### config.mk
export PLATFORM = sky130hd
export DESIGN_NAME = qaso_top
export DESIGN_NICKNAME = d
export VERILOG_FILES = /design/src/hdl/qaso_pkg.sv /design/src/hdl/qaso_fifo.sv /design/src/hdl/qaso_top.sv
export SDC_FILE = /design/constraint.sdc
export NUM_CORES = 1
export LEC_CHECK = 0
export BUFFER_PORTS_ARGS = -buffer_cell sky130_fd_sc_hd__buf_2
export CELL_PAD_IN_SITES_DETAIL_PLACEMENT = 2
export CELL_PAD_IN_SITES_GLOBAL_PLACEMENT = 2
export CORE_MARGIN = 5
export CORE_UTILIZATION = 30
export CTS_BUF_LIST = sky130_fd_sc_hd__clkbuf_16
export CTS_CLUSTER_SIZE = 10
export DETAILED_ROUTE_END_ITERATION = 10
export PLACE_DENSITY_LB_ADDON = 0.05
export SYNTH_ARGS = -nofsm -noshare
export SYNTH_HDL_FRONTEND = slang
export SYNTH_SLANG_ARGS = --single-unit
### constraint.sdc
create_clock -name clk_i -period 3.6 [get_ports clk_i]
set_clock_uncertainty 0.15 [all_clocks]
set_input_delay 0.36 -clock clk_i [delete_from_list [all_inputs] [get_ports clk_i]]
set_output_delay 0.36 -clock clk_i [all_outputs]
set_load 0.1 [all_outputs]
### src/hdl/qaso_pkg.sv
/*
 * Package for the quad converter serial output and power control block: constants, types
 * and the carrier structs shared by the block and its FIFO.
 * Assumes a single 20 MHz system clock and a sample clock arriving as a slow pin.
 */
package qaso_pkg;

    // ****************************************************************
    // Sizes.
    // ****************************************************************
    localparam int unsigned NUM_CH = 4;        // Converter channels.
    localparam int unsigned SAMPLE_BITS = 8;   // Bits per sample word.
    localparam int unsigned BIT_CNT_W = 3;     // Width of a bit index.
    localparam int unsigned FIFO_DEPTH = 32;   // Words held between converter and serializer.

    // ****************************************************************
    // Codes and timing.
    // ****************************************************************
    localparam logic [7:0] MSB_FLIP = 8'h80;   // Offset binary to twos complement.
    localparam logic [BIT_CNT_W-1:0] LAST_BIT = 3'h7; // Index of the final bit of a word.
    localparam int unsigned CLK_HZ = 20_000_000;
    localparam int unsigned STANDBY_WAKE_NS = 600; // Wake time with PLL kept alive.
    localparam int unsigned STANDBY_WAKE_CYC =
        (STANDBY_WAKE_NS * (CLK_HZ / 1_000_000) + 999) / 1000;
    localparam int unsigned FULL_WAKE_US = 375; // Wake time after a long full power-down.
    localparam int unsigned FULL_WAKE_CYC = FULL_WAKE_US * (CLK_HZ / 1_000_000);
    localparam int unsigned WAKE_CNT_W = 13;

    // ****************************************************************
    // Types.
    // ****************************************************************
    typedef enum logic [1:0] {
        QASO_ST_ACTIVE,
        QASO_ST_DOWN,
        QASO_ST_WAKE
    } qaso_state_t;

    // One sample from every channel, carried as a single FIFO word.
    typedef struct packed {
        logic [NUM_CH-1:0][SAMPLE_BITS-1:0] smp;
    } qaso_word_t;

    // Analog-side enables driven by the power logic.
    typedef struct packed {
        logic ref_en;
        logic ref_buf_en;
        logic pll_en;
        logic bias_en;
    } qaso_power_t;

endpackage : qaso_pkg

### src/hdl/qaso_fifo.sv
/*
 * Synchronous FIFO with parameter width and depth, valid and ready on both sides.
 * Assumes one clock and an asynchronous active-low reset.
 */
module qaso_fifo #(
    parameter int unsigned WIDTH = 32,
    parameter int unsigned DEPTH = 32
) (
    input wire logic clk_i,
    input wire logic rst_n_i,
    input wire logic in_valid_i,
    output logic in_ready_o,
    input wire logic [WIDTH-1:0] in_data_i,
    output logic out_valid_o,
    input wire logic out_ready_i,
    output logic [WIDTH-1:0] out_data_o
);
    localparam int unsigned AW = $clog2(DEPTH);

    // ****************************************************************
    // Storage and pointers.
    // ****************************************************************
    logic [WIDTH-1:0] mem [DEPTH];  // Word storage.
    logic [AW-1:0] wr_ptr;          // Next slot to write.
    logic [AW-1:0] rd_ptr;          // Next slot to read.
    logic [AW:0] count;             // Words held; one bit wider for an honest full.
    logic do_wr;
    logic do_rd;

    // Full is compared at the counter's own width: an AW-bit depth would wrap to zero.
    assign in_ready_o = (count != (AW+1)'(DEPTH));
    assign out_valid_o = (count != '0);
    assign out_data_o = mem[rd_ptr];
    assign do_wr = in_valid_i && in_ready_o;
    assign do_rd = out_valid_o && out_ready_i;

    // Memory writes carry no reset so the array can map to RAM.
    always_ff @(posedge clk_i) begin
        if (do_wr) begin
            mem[wr_ptr] <= in_data_i;
        end
    end

    // Pointers and occupancy.
    always_ff @(posedge clk_i or negedge rst_n_i) begin
        if (!rst_n_i) begin
            wr_ptr <= '0;
            rd_ptr <= '0;
            count <= '0;
        end else begin
            if (do_wr) begin
                wr_ptr <= wr_ptr + 1'b1;
            end
            if (do_rd) begin
                rd_ptr <= rd_ptr + 1'b1;
            end
            count <= count + (AW+1)'(do_wr) - (AW+1)'(do_rd);
        end
    end
endmodule : qaso_fifo

### src/hdl/qaso_top.sv
/*
 * Serial output and power control of a four-channel eight-bit converter. Samples enter
 * once per sample clock, get coded, pass a FIFO and are shifted out eight bits per sample
 * period on four lanes with a frame clock and a bit clock.
 * Assumes the sample clock and power-down pin arrive asynchronously and are synchronised
 * here; the bit-rate enable comes from the PLL model (bit_tick_i, system-clock domain).
 */
module qaso_top (
    input wire logic clk_i,                     // System clock, 20 MHz.
    input wire logic rst_n_i,                   // Asynchronous active-low reset.
    input wire logic sample_clk_i,              // Sample clock pin, asynchronous.
    input wire logic power_down_pin_i,          // Full power-down pin, asynchronous.
    input wire logic serial_io_output_mode_pin_i, // Reduced-swing strap, asynchronous.
    input wire logic bit_tick_i,                // One-cycle bit-rate enable.
    input wire logic [qaso_pkg::NUM_CH-1:0][qaso_pkg::SAMPLE_BITS-1:0] sample_i,
    input wire logic [qaso_pkg::NUM_CH-1:0] ch_power_down_i, // Per-channel power-down.
    input wire logic standby_i,                 // Standby with PLL kept alive.
    input wire logic reduced_swing_i,           // Register select of reduced swing.
    input wire logic high_drive_i,              // Raised termination and drive current.
    input wire logic twos_comp_i,               // Twos complement coding.
    input wire logic pll_low_rate_i,            // PLL accepts low sample rates.
    output logic [qaso_pkg::NUM_CH-1:0] lane_o, // Serial data lanes.
    output logic [qaso_pkg::NUM_CH-1:0] lane_oe_o, // Lane driver enables.
    output logic frame_clock_out_o,             // Frame clock.
    output logic frame_clock_out_oe_o,
    output logic bit_clock_out_o,               // Bit clock.
    output logic bit_clock_out_oe_o,
    output logic reduced_swing_o,               // Driver swing select.
    output logic high_drive_o,                  // Driver current select.
    output logic pll_low_rate_o,                // PLL range select.
    output qaso_pkg::qaso_power_t power_o,      // Analog enables.
    output logic ready_o,                       // Data valid after wake-up.
    output logic overflow_o                     // Sticky: a sample was dropped.
);

    // ****************************************************************
    // Input synchronisers.
    // ****************************************************************
    logic [2:0] sync_a;  // First stage; read only by sync_b.
    logic [2:0] sync_b;  // Second stage.
    logic smp_clk_d;     // Delayed sample clock for edge finding.
    logic smp_rise;
    logic pd_pin;
    logic strap_rs;

    // Two flops per asynchronous pin before any logic reads them.
    always_ff @(posedge clk_i or negedge rst_n_i) begin
        if (!rst_n_i) begin
            sync_a <= 3'h0;
            sync_b <= 3'h0;
            smp_clk_d <= 1'b0;
        end else begin
            sync_a <= {serial_io_output_mode_pin_i, power_down_pin_i, sample_clk_i};
            sync_b <= sync_a;
            smp_clk_d <= sync_b[0];
        end
    end
    assign smp_rise = sync_b[0] && !smp_clk_d;
    assign pd_pin = sync_b[1];
    assign strap_rs = sync_b[2];

    // ****************************************************************
    // Power state.
    // ****************************************************************
    qaso_pkg::qaso_state_t state;
    qaso_pkg::qaso_state_t next_state;
    logic [qaso_pkg::WAKE_CNT_W-1:0] wake_cnt; // Cycles left of wake-up.
    logic was_standby; // Wake from standby uses the short figure.
    logic running;

    // The pin overrides standby; standby keeps the PLL alive, so its wake is short.
    always_comb begin
        next_state = state;
        case (state)
            qaso_pkg::QASO_ST_ACTIVE: begin
                if (pd_pin || standby_i) begin
                    next_state = qaso_pkg::QASO_ST_DOWN;
                end
            end
            qaso_pkg::QASO_ST_DOWN: begin
                if (!pd_pin && !standby_i) begin
                    next_state = qaso_pkg::QASO_ST_WAKE;
                end
            end
            default: begin
                if (pd_pin || standby_i) begin
                    next_state = qaso_pkg::QASO_ST_DOWN;
                end else if (wake_cnt == '0) begin
                    next_state = qaso_pkg::QASO_ST_ACTIVE;
                end
            end
        endcase
    end

    // State register.
    always_ff @(posedge clk_i or negedge rst_n_i) begin
        if (!rst_n_i) begin
            state <= qaso_pkg::QASO_ST_ACTIVE;
        end else begin
            state <= next_state;
        end
    end

    // Wake counter; the full figure is a worst case, shorter power-downs recover sooner
    // but logic cannot measure reference charge, so it always waits the long figure.
    // An outage counts as standby until the pin is seen high in it; the last DOWN cycle
    // already sees the pin low, so the choice is remembered rather than sampled again.
    always_ff @(posedge clk_i or negedge rst_n_i) begin
        if (!rst_n_i) begin
            wake_cnt <= '0;
            was_standby <= 1'b0;
        end else if (state == qaso_pkg::QASO_ST_DOWN) begin
            if (pd_pin) begin
                was_standby <= 1'b0;
                wake_cnt <= qaso_pkg::WAKE_CNT_W'(qaso_pkg::FULL_WAKE_CYC);
            end else if (was_standby) begin
                wake_cnt <= qaso_pkg::WAKE_CNT_W'(qaso_pkg::STANDBY_WAKE_CYC);
            end
        end else if (next_state == qaso_pkg::QASO_ST_DOWN) begin
            was_standby <= 1'b1; // Entering an outage; the pin may still claim it.
        end else if (state == qaso_pkg::QASO_ST_WAKE && wake_cnt != '0) begin
            wake_cnt <= wake_cnt - 1'b1;
        end
    end

    assign running = (state == qaso_pkg::QASO_ST_ACTIVE);
    assign ready_o = running;

    // Analog enables: the pin kills everything, standby keeps the PLL.
    always_comb begin
        power_o.ref_en = !pd_pin && !standby_i;
        power_o.ref_buf_en = !pd_pin && !standby_i;
        power_o.bias_en = !pd_pin && !standby_i;
        power_o.pll_en = !pd_pin;
    end

    // Configuration ports are never cleared by power-down, so they hold across it.
    assign reduced_swing_o = reduced_swing_i || strap_rs;
    assign high_drive_o = high_drive_i;
    assign pll_low_rate_o = pll_low_rate_i;

    // ****************************************************************
    // Sample capture into the FIFO.
    // ****************************************************************
    qaso_pkg::qaso_word_t cap_word;
    qaso_pkg::qaso_word_t fifo_word;
    logic fifo_in_ready;
    logic fifo_out_valid;
    logic fifo_pop;

    // Coding is applied on entry: offset binary by default, MSB flipped for twos complement.
    always_comb begin
        for (int i = 0; i < qaso_pkg::NUM_CH; i++) begin
            cap_word.smp[i] = twos_comp_i ? (sample_i[i] ^ qaso_pkg::MSB_FLIP)
                                          : sample_i[i];
        end
    end

    // A sample arriving while running with the FIFO full is dropped and flagged.
    always_ff @(posedge clk_i or negedge rst_n_i) begin
        if (!rst_n_i) begin
            overflow_o <= 1'b0;
        end else if (smp_rise && running && !fifo_in_ready) begin
            overflow_o <= 1'b1;
        end
    end

    qaso_fifo #(
        .WIDTH($bits(qaso_pkg::qaso_word_t)),
        .DEPTH(qaso_pkg::FIFO_DEPTH)
    ) u_fifo (
        .clk_i(clk_i),
        .rst_n_i(rst_n_i),
        .in_valid_i(smp_rise && running),
        .in_ready_o(fifo_in_ready),
        .in_data_i(cap_word),
        .out_valid_o(fifo_out_valid),
        .out_ready_i(fifo_pop),
        .out_data_o(fifo_word)
    );

    // ****************************************************************
    // Serializer.
    // ****************************************************************
    qaso_pkg::qaso_word_t shift_word; // Word being sent.
    logic [qaso_pkg::BIT_CNT_W-1:0] bit_idx;
    logic shifting;
    logic bit_clk;

    // A new word is taken at the end of the previous one, only when bits are due.
    assign fifo_pop = bit_tick_i && running && fifo_out_valid
                      && (!shifting || bit_idx == qaso_pkg::LAST_BIT);

    // Shift MSB first; eight bit ticks make one sample period.
    always_ff @(posedge clk_i or negedge rst_n_i) begin
        if (!rst_n_i) begin
            shift_word <= '0;
            bit_idx <= '0;
            shifting <= 1'b0;
        end else if (!running) begin
            shifting <= 1'b0;
            bit_idx <= '0;
        end else if (bit_tick_i) begin
            if (fifo_pop) begin
                shift_word <= fifo_word;
                bit_idx <= '0;
                shifting <= 1'b1;
            end else if (shifting && bit_idx != qaso_pkg::LAST_BIT) begin
                bit_idx <= bit_idx + 1'b1;
            end else begin
                shifting <= 1'b0;
            end
        end
    end

    // Bit clock toggles every tick while running so each bit sees one clock half-period edge.
    always_ff @(posedge clk_i or negedge rst_n_i) begin
        if (!rst_n_i) begin
            bit_clk <= 1'b0;
        end else if (bit_tick_i && running) begin
            bit_clk <= !bit_clk;
        end
    end

    // Registered lane outputs; disabled channels and power-down float the drivers.
    genvar ch;
    generate
        for (ch = 0; ch < qaso_pkg::NUM_CH; ch++) begin : g_lane
            always_ff @(posedge clk_i or negedge rst_n_i) begin
                if (!rst_n_i) begin
                    lane_o[ch] <= 1'b0;
                    lane_oe_o[ch] <= 1'b0;
                end else begin
                    lane_o[ch] <= shifting && shift_word.smp[ch][
                        qaso_pkg::LAST_BIT - bit_idx];
                    lane_oe_o[ch] <= running && !ch_power_down_i[ch];
                end
            end
        end
    endgenerate

    // Frame clock high for the first half of each word, low for the second.
    always_ff @(posedge clk_i or negedge rst_n_i) begin
        if (!rst_n_i) begin
            frame_clock_out_o <= 1'b0;
            frame_clock_out_oe_o <= 1'b0;
            bit_clock_out_o <= 1'b0;
            bit_clock_out_oe_o <= 1'b0;
        end else begin
            frame_clock_out_o <= shifting && !bit_idx[qaso_pkg::BIT_CNT_W-1];
            frame_clock_out_oe_o <= running;
            bit_clock_out_o <= bit_clk;
            bit_clock_out_oe_o <= running;
        end
    end

endmodule : qaso_top

==> impl_summary.log <==
[metrics] outcome: finished clean
[metrics] post-synthesis instance area: approximately 43000 µm²
[metrics] critical path's slowest cell: sky130_fd_sc_hd__nor4b_4
[metrics] type of the setup path with the least slack: flip-flop to flip-flop
[metrics] Crit Reg-Reg Startpoint: state[1]$_DFF_PN0_
[metrics] DR vias/cell: between 5 and 6
[metrics] Post-Syn Instances: between 2000 and 2500
[metrics] Nets: between 2000 and 3000
[metrics] Clk pin slew, worst setup/hold paths: 0.05 ns
[metrics] FF+latch count, synth: around 1100
[metrics] root buf cell: sky130_fd_sc_hd__clkbuf_16
[metrics] antenna-violating nets left: 0
[metrics] Min-Delay Path Depth: 1
[metrics] cell type with the largest total area after synthesis: sky130_fd_sc_hd__edfxtp_1
[metrics] TritonCTS sink count: around 1100
[metrics] Die Span X: 389 µm
[metrics] global routing usage summed across all routing layers: 0.189
[metrics] maximum buffer depth of the clock tree: 3
[metrics] main area contributors after synthesis: sky130_fd_sc_hd__edfxtp_1 71%, sky130_fd_sc_hd__mux2i_1 6.7%, sky130_fd_sc_hd__mux4_2 5.5%
[metrics] worst min-delay path class: input port to flip-flop
[metrics] areal power density over the cells: about 700 nW/µm²
[metrics] leakage power: approximately 17 nW
[metrics] instance count after placement with tap cells included: 4230
[metrics] final setup TNS: 0 ns
[metrics] clock tree from TritonCTS: built
[metrics] Detailed Route WL: roughly 140 mm
[metrics] Hold Fails Final Rpt: 0
[metrics] post-layout min period: 3.03 ns
[metrics] effective utilization at floorplan: 0.301
[metrics] Core Area: ~140000 µm²
[metrics] total power: 0.0360 W
[metrics] filler-free cell count of the finished design: about 4500
[metrics] area share of the largest cell type after synthesis: 0.712
[metrics] most frequent CP cell: sky130_fd_sc_hd__buf_4
[metrics] share of the core filled with cells in the final layout: 0.361
[metrics] count of flip-flops with a built-in enable after synthesis: 1024
[metrics] Worst Hold Path EP: u_fifo.mem[20][24]$_DFFE_PP_
[metrics] setup violation total in the final timing report: 0
[metrics] upper clock frequency limit: roughly 330 MHz
[metrics] number of buffers added by the clock tree synthesis step: 137
[metrics] H-tree levels: 4
[metrics] sequential fraction of the synthesis area: 0.763
[metrics] cell breakdown of the critical path: or2_1 -> buf_4 -> nor4b_4 -> nand2_1 -> buf_4 -> nor2_4 -> buf_4
[metrics] data required time of the critical path: between 3 and 4 ns
[metrics] slack of the worst reg-to-reg path: between 0.5 and 0.6 ns
[metrics] vias after detailed routing: between 20000 and 25000
[metrics] post-CTS setup buffer count: 0
[metrics] worst hold start: sample_i[24]
[metrics] worst r2r dst: u_fifo.mem[7][2]$_DFFE_PP_
[metrics] worst-margin pin slew: ~0.85 ns
[metrics] half-perimeter wire length after placement: around 83 mm
[metrics] global-route wire length before repair: between 200 and 250 mm
[metrics] Worst EP arrival: between 3 and 4 ns
[metrics] routed wire length per instance: roughly 32 µm
[metrics] number of global-route vias before repair: roughly 26000
[metrics] cell depth of the worst flop-to-flop path: 7
[metrics] clock latency on the worst-skew pair: around 0.76 ns
[metrics] number of slew-limit violations in the final report: 0
[metrics] number of library cell types mapped by synthesis: 67
[metrics] pin count of the biggest net entering global routing: 55
[metrics] nets in the synthesized netlist: roughly 2300
[metrics] initial antenna violation count: 9
[metrics] crit-path max FO: 15
[metrics] Max rail drop VDD: ~0.35 mV
[metrics] First DRT Iteration DRCs: 1553
[metrics] cell family with most CP delay: simple AND/OR/NAND/NOR gates
[metrics] layout cells sized above 1: 0.202
[metrics] count of buffers from port buffering: 63
[metrics] number of placement rows: around 140
[metrics] grt ovf: 0
[metrics] Final Cycle Share: 0.842
[metrics] headroom to the max-slew limit: 0.433
[metrics] DRC violations left: 0
[metrics] largest stage delay on the critical path: 0.71 ns
[metrics] yosys warns: 0
[metrics] async set-or-reset flop fraction in the synthesized netlist: 0.0791
[metrics] iteration count of the initial detailed-routing pass: 5
[metrics] relative area change from synthesis to final layout: 19.6%
[metrics] Most used DFF post-synth: sky130_fd_sc_hd__edfxtp_1
[metrics] buffering stage count on the worst path with inverters included: 3
[metrics] vertical extent of the die: 389 µm
[metrics] routability congestion estimate from global placement: slightly above 0.7
[metrics] CP startpoint kind: flip-flop
[metrics] RSZ-0062 raised after global routing: no
[metrics] Setup crit end kind: flip-flop
[metrics] mean cell area of the mapped netlist: about 19 µm²
[metrics] Max-Cap Viols: 0
[metrics] DIE AREA: 152000 µm²
[metrics] num ports: 68
==> metrics by stage <==
step / hold slack [ns] / cell area, µm² / worst slack (ns)
CTS: 0.0114 / 51700 / 0.498
finish: 0.0461 / 51700 / 0.570
global placement: 0.189 / 47300 / 0.429
detailed placement: 0.194 / 47300 / 0.512
global route: 0.0412 / 51700 / 0.308
floorplan: -0.0856 / 43200 / 0.0951
==> cell type report <==
cell class                      instances  area, µm²
Antenna cell                            4       10.0
Clock buffer                          144       3600
Clock inverter                        103        452
Fill cell                           13897      91600
Inverter                               21       78.8
Multi-Input combinational cell        989       9810
Sequential cell                      1112      33000
Tap cell                             1903       2380
Timing Repair Buffer                  240       2370
==> power by group <==
group / total [W] / switching, W / internal (W) / leakage [nW]
Clock: 0.0125 / 0.00531 / 0.00715 / 2.27
Combinational: 0.00843 / 0.00490 / 0.00353 / 4.67
Sequential: 0.0152 / 0.000673 / 0.0145 / 10.3
Total: 0.0360 / 0.0109 / 0.0252 / 17.2
==> timing repair <==
item,in CTS,in global routing
hold buffers,35,0
resized for setup,0,0
hold endpoints to repair,754,0
==> per-layer routing <==
layer	vias to the layer above	share of wire	GRT usage
met3	151	0.045	0.0333
li1	9849	-	-
met1	12728	0.45	0.259
met5	-	0.00017	0
met4	4	0.017	0.0421
met2	486	0.49	0.316
==> kinds of logic after synthesis <==
family                   count (synthesis)  synth area share
XOR/XNOR                                16           0.00324
buffers and inverters                  165            0.0174
AO/OA/AOI/OAI                          398            0.0706
adder cells (fa/ha/maj)                 18           0.00539
AND/OR/NAND/NOR                        161            0.0185
flip-flops                            1112             0.763
multiplexers                           396             0.122
==> flip-flops by register name, indices dropped and copies added (netlist names), 4 cells and up <==
name           flops
shift_word        32
u_fifo.mem      1024
lane_oe_o          4
u_fifo.count       6
u_fifo.wr_ptr      5
wake_cnt          13
u_fifo.rd_ptr      5
lane_o             4
==> worst max-delay path by stage <==
stage,startpoint,to,slack (ns),cells past startpoint
after floorplan,state[0]$_DFF_PN0_,u_fifo.mem[31][0]$_DFFE_PP_,0.1,6
final,state[1]$_DFF_PN0_,u_fifo.mem[7][2]$_DFFE_PP_,0.57,7
after global routing,state[0]$_DFF_PN0_,u_fifo.count[4]$_DFF_PN0_,0.31,11
after CTS,state[1]$_DFF_PN0_,u_fifo.mem[7][24]$_DFFE_PP_,0.50,7
after detailed placement,state[1]$_DFF_PN0_,u_fifo.mem[7][5]$_DFFE_PP_,0.51,7
after global placement,state[1]$_DFF_PN0_,u_fifo.count[4]$_DFF_PN0_,0.43,15
==> synth_stat cells (all sizes together) (2+ instances only) <==
cell and n:
a211oi 31, a21o 32, a21oi 13, a221o 31
a221oi 62, a22o 33, a31oi 31, a32oi 2
and2 2, buf 71, clkbuf 73, dfrtp 88
edfxtp 1024, ha 17, inv 21, mux2i 290
mux4 105, nand2 55, nand2b 3, nand3 4
nand3b 4, nand4 3, nor2 51, nor2b 10
nor3b 2, nor4 3, nor4b 4, o21ai 48
o221ai 32, o22ai 35, o2bb2ai 33, o31a 2
o31ai 3, or2 5, or3 4, or3b 4
or4 3, xnor2 10, xor2 6
==> cells in the final DEF (no fill, tap or decap), types with 32 or more instances in the layout <==
cell	count
sky130_fd_sc_hd__o221ai_1	32
sky130_fd_sc_hd__nand2_1	55
sky130_fd_sc_hd__dlygate4sd3_1	35
sky130_fd_sc_hd__edfxtp_1	1024
sky130_fd_sc_hd__inv_1	97
sky130_fd_sc_hd__buf_4	92
sky130_fd_sc_hd__a22o_1	33
sky130_fd_sc_hd__buf_12	51
sky130_fd_sc_hd__mux2i_1	290
sky130_fd_sc_hd__buf_2	62
sky130_fd_sc_hd__clkbuf_16	144
sky130_fd_sc_hd__o2bb2ai_1	33
sky130_fd_sc_hd__a221oi_1	62
sky130_fd_sc_hd__a21o_1	32
sky130_fd_sc_hd__mux4_2	105
sky130_fd_sc_hd__nor2_4	32
sky130_fd_sc_hd__dfrtp_1	83
sky130_fd_sc_hd__o22ai_1	34
Power figures use the tool's default switching activity.
